File: src/shared/sst_pkg.sv
// constants and types shared by the sub-block sync tracker
package sst_pkg;
	// ----------------------------------------------------------------
	// stream geometry
	// ----------------------------------------------------------------
	localparam int          SYNC_W         = 16;
	localparam logic [15:0] SYNC_WORD      = 16'hE2B5;
	localparam int          BLOCK_BITS     = 512;
	localparam int          CNT_W          = 9;
	localparam int          WIN_BITS       = 8;
	localparam int          PREAMBLE_BLKS  = 8;
	// ----------------------------------------------------------------
	// acquisition and loss figures
	// ----------------------------------------------------------------
	localparam logic [1:0]  ACQ_HITS       = 2'h2;
	localparam logic [2:0]  ACQ_SPAN_BLKS  = 3'h7;
	localparam logic [2:0]  LOSS_MISSES    = 3'h5;
	// cycle after the last sync bit when the next expected sync ends
	localparam logic [8:0]  EXPECT_POS     = 9'h000;
	localparam logic [8:0]  WIN_LO         = 9'h1F8;
	localparam logic [8:0]  WIN_HI         = 9'h008;
	localparam logic [8:0]  CNT_LAST       = 9'h1FF;

	typedef enum logic [1:0] {SST_IDLE, SST_SEARCH, SST_CONFIRM,
		SST_LOCKED} sst_state_e;
endpackage

File: src/verilog/sst_sync_match.sv
// sync word shifter and exact matcher
`timescale 1ns/1ps
module sst_sync_match
	import sst_pkg::*;
(
	input  wire logic clk_sys,
	input  wire logic rst_n,
	input  wire logic bitValid,
	input  wire logic bitIn,
	output logic      syncHit
);
	import sst_pkg::*;

	logic [sst_pkg::SYNC_W-1:0] shiftReg;

	// ----------------------------------------------------------------
	// bit shifter
	// ----------------------------------------------------------------
	always_ff @(posedge clk_sys or negedge rst_n) begin
		if (!rst_n) begin
			shiftReg <= '0;
		end else if (bitValid) begin
			shiftReg <= {shiftReg[SYNC_W-2:0], bitIn};
		end
	end

	// exact compare: one bad bit means no sync
	assign syncHit = (shiftReg == SYNC_WORD);
endmodule

File: src/verilog/sst_tracker.sv
// sub-block sync acquisition and maintenance tracker
`timescale 1ns/1ps
module sst_tracker
	import sst_pkg::*;
(
	input  wire logic clk_sys,
	input  wire logic rst_n,
	input  wire logic pllLock,
	input  wire logic bitValid,
	input  wire logic bitIn,
	input  wire logic defectSectorMap,
	input  wire logic rewriteAvail,
	input  wire logic addrFieldOk,
	output logic      inSync,
	output logic      startDataSync,
	output logic      acqTimeout,
	output logic      blockStart,
	output logic      syncLost,
	output logic      rewriteInsert
);
	import sst_pkg::*;

	sst_state_e state;
	logic [CNT_W-1:0] bitCnt;
	logic [2:0]       missCnt;
	logic [2:0]       spanCnt;
	logic             spanOpen;
	logic             syncHit;
	logic             winSeen;
	logic             blockSyncOk;
	logic             inWin;
	logic             accept;
	logic             boundary;

	// ----------------------------------------------------------------
	// matcher
	// ----------------------------------------------------------------
	sst_sync_match u_match (
		.clk_sys  (clk_sys),
		.rst_n    (rst_n),
		.bitValid (bitValid),
		.bitIn    (bitIn),
		.syncHit  (syncHit)
	);

	// ----------------------------------------------------------------
	// window and acceptance
	// ----------------------------------------------------------------
	// window is one byte either side of expected end of sync word
	assign inWin = (bitCnt >= WIN_LO) || (bitCnt <= WIN_HI);
	assign accept = bitValid && syncHit &&
		((state != SST_LOCKED) || inWin);
	assign boundary = bitValid && (bitCnt == WIN_HI) &&
		(state == SST_LOCKED);

	// ----------------------------------------------------------------
	// bit position counter
	// ----------------------------------------------------------------
	always_ff @(posedge clk_sys or negedge rst_n) begin
		if (!rst_n) begin
			bitCnt <= '0;
		end else if (accept && state != SST_LOCKED) begin
			bitCnt <= 9'h001;
		end else if (bitValid) begin
			bitCnt <= bitCnt + 9'h001;
		end
	end

	// ----------------------------------------------------------------
	// acquisition state
	// ----------------------------------------------------------------
	// defect map is ignored on purpose: fill data still trains sync
	always_ff @(posedge clk_sys or negedge rst_n) begin
		if (!rst_n) begin
			state <= SST_IDLE;
		end else if (!pllLock) begin
			state <= SST_IDLE;
		end else begin
			case (state)
				SST_IDLE: begin
					state <= SST_SEARCH;
				end
				SST_SEARCH: begin
					if (accept) begin
						state <= SST_CONFIRM;
					end
				end
				SST_CONFIRM: begin
					if (accept && bitCnt == EXPECT_POS) begin
						state <= SST_LOCKED;
					end else if (accept) begin
						state <= SST_CONFIRM;
					end else if (bitValid && bitCnt == EXPECT_POS) begin
						// second sync missed its slot: start over
						state <= SST_SEARCH;
					end
				end
				SST_LOCKED: begin
					// a sync on the last window bit still rescues the block
					if (boundary && !winSeen && !accept &&
						missCnt == LOSS_MISSES - 3'h1) begin
						state <= SST_SEARCH;
					end
				end
				default: state <= SST_IDLE;
			endcase
		end
	end

	// ----------------------------------------------------------------
	// per sub-block sync check and miss count
	// ----------------------------------------------------------------
	always_ff @(posedge clk_sys or negedge rst_n) begin
		if (!rst_n) begin
			winSeen <= 1'b0;
			missCnt <= '0;
			blockSyncOk <= 1'b0;
		end else if (state != SST_LOCKED) begin
			// the locking sync counts for its own sub-block
			winSeen <= accept;
			missCnt <= '0;
			blockSyncOk <= 1'b0;
		end else if (boundary) begin
			winSeen <= 1'b0;
			blockSyncOk <= winSeen || accept;
			if (winSeen || accept) begin
				missCnt <= '0;
			end else begin
				missCnt <= missCnt + 3'h1;
			end
		end else if (accept) begin
			winSeen <= 1'b1;
		end
	end

	// ----------------------------------------------------------------
	// start-of-data acquisition span after lock
	// ----------------------------------------------------------------
	always_ff @(posedge clk_sys or negedge rst_n) begin
		if (!rst_n) begin
			spanCnt <= '0;
			spanOpen <= 1'b0;
			startDataSync <= 1'b0;
			acqTimeout <= 1'b0;
		end else if (!pllLock) begin
			spanCnt <= '0;
			spanOpen <= 1'b1;
			startDataSync <= 1'b0;
			acqTimeout <= 1'b0;
		end else if (spanOpen) begin
			if (state == SST_LOCKED) begin
				spanOpen <= 1'b0;
				startDataSync <= 1'b1;
			end else if (bitValid && bitCnt == CNT_LAST) begin
				spanCnt <= spanCnt + 3'h1;
				if (spanCnt == ACQ_SPAN_BLKS - 3'h1) begin
					spanOpen <= 1'b0;
					acqTimeout <= 1'b1;
				end
			end
		end
	end

	// ----------------------------------------------------------------
	// outputs
	// ----------------------------------------------------------------
	always_ff @(posedge clk_sys or negedge rst_n) begin
		if (!rst_n) begin
			inSync <= 1'b0;
			blockStart <= 1'b0;
			syncLost <= 1'b0;
			rewriteInsert <= 1'b0;
		end else begin
			inSync <= (state == SST_LOCKED);
			blockStart <= (state == SST_LOCKED) && bitValid &&
				(bitCnt == EXPECT_POS);
			syncLost <= boundary && !winSeen && !accept &&
				(missCnt == LOSS_MISSES - 3'h1);
			rewriteInsert <= rewriteAvail && addrFieldOk &&
				blockSyncOk && (state == SST_LOCKED);
		end
	end

	// ----------------------------------------------------------------
	// checks
	// ----------------------------------------------------------------
	property p_lockNeedsHit;
		@(posedge clk_sys) disable iff (!rst_n)
		(state != SST_LOCKED) ##1 (state == SST_LOCKED) |->
			$past(accept) && $past(state == SST_CONFIRM) &&
			$past(bitCnt) == EXPECT_POS;
	endproperty
	a_lockNeedsHit: assert property (p_lockNeedsHit)
		else $error("lock without two hits");

	property p_outsideReject;
		@(posedge clk_sys) disable iff (!rst_n)
		(state == SST_LOCKED && !inWin && bitValid && syncHit) |=>
			!winSeen || $past(winSeen);
	endproperty
	a_outsideReject: assert property (p_outsideReject)
		else $error("sync taken outside window");

	property p_lossAfterFive;
		@(posedge clk_sys) disable iff (!rst_n)
		syncLost |-> $past(missCnt) == 3'h4;
	endproperty
	a_lossAfterFive: assert property (p_lossAfterFive)
		else $error("loss not on fifth miss");

	property p_hitClearsMiss;
		@(posedge clk_sys) disable iff (!rst_n)
		(boundary && accept) |=> missCnt == 3'h0;
	endproperty
	a_hitClearsMiss: assert property (p_hitClearsMiss)
		else $error("miss count not restarted");

	property p_rewriteGate;
		@(posedge clk_sys) disable iff (!rst_n)
		rewriteInsert |-> $past(addrFieldOk) && $past(blockSyncOk);
	endproperty
	a_rewriteGate: assert property (p_rewriteGate)
		else $error("rewrite inserted without clean fields");

	property p_period;
		@(posedge clk_sys) disable iff (!rst_n)
		(bitValid && state == SST_LOCKED && bitCnt == 9'h010) |=>
			bitCnt == 9'h011;
	endproperty
	a_period: assert property (p_period)
		else $error("bit counter not free running");

	property p_realign;
		@(posedge clk_sys) disable iff (!rst_n)
		(accept && pllLock && state == SST_SEARCH) |=>
			bitCnt == 9'h001 && state == SST_CONFIRM;
	endproperty
	a_realign: assert property (p_realign)
		else $error("no realign on sync after loss");

	property p_lostSearch;
		@(posedge clk_sys) disable iff (!rst_n)
		syncLost |-> state == SST_SEARCH ##1 !inSync;
	endproperty
	a_lostSearch: assert property (p_lostSearch)
		else $error("search not resumed after loss");

	property p_exactMatch;
		@(posedge clk_sys) disable iff (!rst_n)
		accept |-> syncHit;
	endproperty
	a_exactMatch: assert property (p_exactMatch)
		else $error("sync accepted with bit errors");

	c_lock: cover property (@(posedge clk_sys) disable iff (!rst_n)
		$rose(inSync));
	c_lost: cover property (@(posedge clk_sys) disable iff (!rst_n)
		syncLost);
	c_rewrite: cover property (@(posedge clk_sys) disable iff (!rst_n)
		rewriteInsert);
	c_timeout: cover property (@(posedge clk_sys) disable iff (!rst_n)
		acqTimeout);
endmodule
File: config.mk
export PLATFORM = sky130hd
export DESIGN_NAME = sst_tracker
export DESIGN_NICKNAME = d
export VERILOG_FILES = /design/src/shared/sst_pkg.sv /design/src/verilog/sst_sync_match.sv /design/src/verilog/sst_tracker.sv
export SDC_FILE = /design/constraint.sdc
export NUM_CORES = 1
export LEC_CHECK = 0
export BUFFER_PORTS_ARGS = -buffer_cell sky130_fd_sc_hd__buf_2
export CORE_MARGIN = 10
export CORE_UTILIZATION = 53
export CTS_CLUSTER_DIAMETER = 50
export DETAILED_ROUTE_END_ITERATION = 7
export PLACE_DENSITY = 0.71
export RECOVER_POWER = 25
export SETUP_SLACK_MARGIN = 0.1
export SYNTH_ARGS = -nofsm -noshare
export SYNTH_HDL_FRONTEND = slang
export SYNTH_SLANG_ARGS = --single-unit
File: constraint.sdc
create_clock -name clk_sys -period 3.1 [get_ports clk_sys]
set_clock_uncertainty 0.2 [all_clocks]
set_input_delay 0.31 -clock clk_sys [delete_from_list [all_inputs] [get_ports clk_sys]]
set_output_delay 0.31 -clock clk_sys [all_outputs]
set_load 0.02 [all_outputs]
==> impl_results.md <==
- Crit path to: state[0]$_DFFE_PN0P_
- Gpl congestion: 0.851
- Clk sink count: 42
- Top_reg_cell synth: dfrtp_1
- GRT Total Usage: 0.113
- Tot Pwr: 1.59 mW
- Final Hold Viols: 0
- Initial antenna violation count: 0
- Critical path launch point type: input port
- Pre-CTS setup slack: 577 ps
- Cell Area, Synth: 2110 um^2
- Num rows: 22
- End-of-flow core utilization: 0.616
- CTS tree: yes
- Slew Limit Headroom: -0.00597
- R2R setup slack: 520 ps
- Core area: 3740 um^2
- Most area-hungry cell type in the Yosys netlist: dfrtp_1
- Routed vias/inst: 5.62
- CP top delay family: buffers and inverters
- Synth Instances: 189
- Total Neg Setup Slack: 0 ps
- Die area: 6900 um^2
- Post-DP HPWL: 2780 um
- CTS buffer count: 5
- First-pass DRT Iterations: 4
- Fin crit share: 0.891
- Yosys warnings: 0
- Worst setup path class: in2reg
- Inst Count DP: 244
- PortBufs: 12
- Chip width: 83.1 um
- Clk Latency, worst-skew pair: 290 ps
- Total gr overflow: 0
- Mapped Nets: 207
- # diodes: 0
- CTS clk-pin slew, worst paths: 80 ps
- Largest net degree at the start of global routing: 43
- Effective utilization at floorplan: 0.563
- Top cell type's share of synthesized area: 0.499
- PD cells: 691 nW/um^2
- Sequential area share after synthesis: 0.499
- Number of synthesized register bits: 42
- Synth unique cells: 43
- Tmin final: 2760 ps
- # IOs: 14
- Violated checks: max-capacitance violations, max-slew violations
- HP Class: in2reg
- Clock Tree Root: clkbuf_8
- Routed WL per cell: 15.1 um
- Fmax: 362 MHz
- CP max stage delay: 1090 ps
- Max-slew violation count: 31
- Worst path depth: 6
- Final nets: 222
- # DRC: 0
- Post-CTS sizing: 0
- Data required time of the worst path: 3080 ps
- Fin cells: 253
- Die outline height: 83.1 um
- First-pass GRT wire length: 6710 um
- 1st-iter DRT viols: 103
- Arr. time, crit path: 2740 ps
- Routed via count: 1,422
- Vias in the first global route: 1,455
- Status: complete, but fails checks
- WHS: 56.5 ps
- Post-route ant nets: 0
- RSZ-0062 raised after global routing: no
- RR Startpoint: bitCnt[6]$_DFFE_PN0P_
- Async set or reset register ratio after synthesis: 1.00
- Top post-synthesis cells by area: dfrtp_1 (50%), mux2_2 (8.5%), ha_1 (5.9%)
- Critical path cell sequence: buf_2, clkbuf_1, nand4_4, o31a_1, a211oi_4, mux2_4
- RR Endpoint: state[0]$_DFFE_PN0P_
- Setup violations, final: 0
- Layout area overhead: 9.32%
- Post-synth EDFFs: 0
- Setup crit start: bitValid
- Syn_area_per_cell: 11.2 um^2
- Cell area after layout: 2300 um^2
- CP Buf/Inv Count: 2
- Worst-path fanout max: 30
- Static leakage: 1.03 nW
- FF-to-FF path depth: 6
- Max-cap violation count: 1
- CP Capture Type: flip-flop
- Hold_sp: bitIn
- Layout cells sized above 1: 0.190
- Worst Max-Slew Pin Slew: 1510 ps
- Max H-tree Level: 2
- Setup ws final: 337 ps
- CP max stage cell: clkbuf_1
- Max IR drop VDD: 0.000374 V
- Placement Cell Area: 2210 um^2
- Total Routed Length: 3820 um
- Largest buffer count on any clock path: 2
placed cells by master, fill, tap and decap left out, types with 4 or more instances in the layout:
master | Yosys | final
clkbuf_1 | 3 | 4
clkbuf_8 | 0 | 5
mux2_2 | 16 | 16
nor2b_1 | 4 | 4
and4_1 | 5 | 5
xnor2_1 | 4 | 4
inv_1 | 10 | 10
nor2_1 | 17 | 17
and2_1 | 4 | 4
o21ai_0 | 8 | 8
dfrtp_1 | 42 | 42
nand2_1 | 14 | 14
ha_1 | 10 | 10
a21oi_1 | 6 | 6
nand4_1 | 7 | 7
buf_2 | 1 | 9
cells in the mapped netlist, types with 2 or more instances:
master and count:
nor2_1 17, a21oi_1 6, mux2_2 16, buf_1 2, inv_1 10, xnor2_1 4
mux2i_1 3, nand2_1 14, o21ai_0 8, nand3_1 3, nor3b_1 2, nor2b_1 4
nor3_1 2, and4_1 5, nand4_1 7, clkbuf_1 3, ha_1 10, a31oi_1 2
xor2_1 3, and2_1 4, dfrtp_1 42
power breakdown:
part           internal (mW)  leakage (nW)  switching [mW]
Combinational          0.212         0.446           0.201
Clock                  0.158        0.0441           0.186
Sequential             0.682         0.535           0.153
Total                   1.05          1.03           0.540
cells by family (layout without fill, tap and decap cells):
kind of cell	after synthesis	count (layout)	share of synthesized area
flip-flops	42	42	0.499
XOR/XNOR	7	7	0.0291
AO/OA/AOI/OAI	23	23	0.0748
adder cells (fa/ha/maj)	10	10	0.0593
multiplexers	20	20	0.107
buffers and inverters	16	32	0.0291
AND/OR/NAND/NOR	71	71	0.202
worst min path at each step:
stage / slack (ps) / cells past startpoint / to
global placement: 270 / 1 / u_match.shiftReg[10]$_DFFE_PN0P_
CTS: 60 / 2 / u_match.shiftReg[0]$_DFFE_PN0P_
detailed placement: 290 / 1 / u_match.shiftReg[9]$_DFFE_PN0P_
floorplan: -190 / 0 / acqTimeout$_DFFE_PN0P_
global route: 60 / 2 / u_match.shiftReg[0]$_DFFE_PN0P_
finish: 60 / 2 / u_match.shiftReg[0]$_DFFE_PN0P_
sequential cells by signal, summed over array words and instances, names as in the netlist, 2 cells and up:
signal,flops
u_match.shiftReg,16
bitCnt,9
missCnt,3
spanCnt,3
state,2
what timing repair did:
action	4_1_cts	5_1_grt
buffers inserted	0	0
endpoints found under the hold margin	42	0
hold buffers	1	0
setup endpoints to repair	0	0
cell type report:
class	count	area, um^2
fillers	327	1440
well taps	48	60.1
flip-flops and latches	42	1050
repair buffers	14	70.1
clock buffers	5	68.8
clock inverters	3	21.3
multi-input cells	131	996
inverters	10	37.5
routing by layer:
layer,GRT usage,vias up,part of all wire
met4,0.0323,0,0.015
li1,-,698,-
met2,0.186,26,0.49
met3,0.0381,8,0.039
met5,0,-,0
met1,0.135,690,0.46
Note: power is estimated with default switching activity, not from simulation.
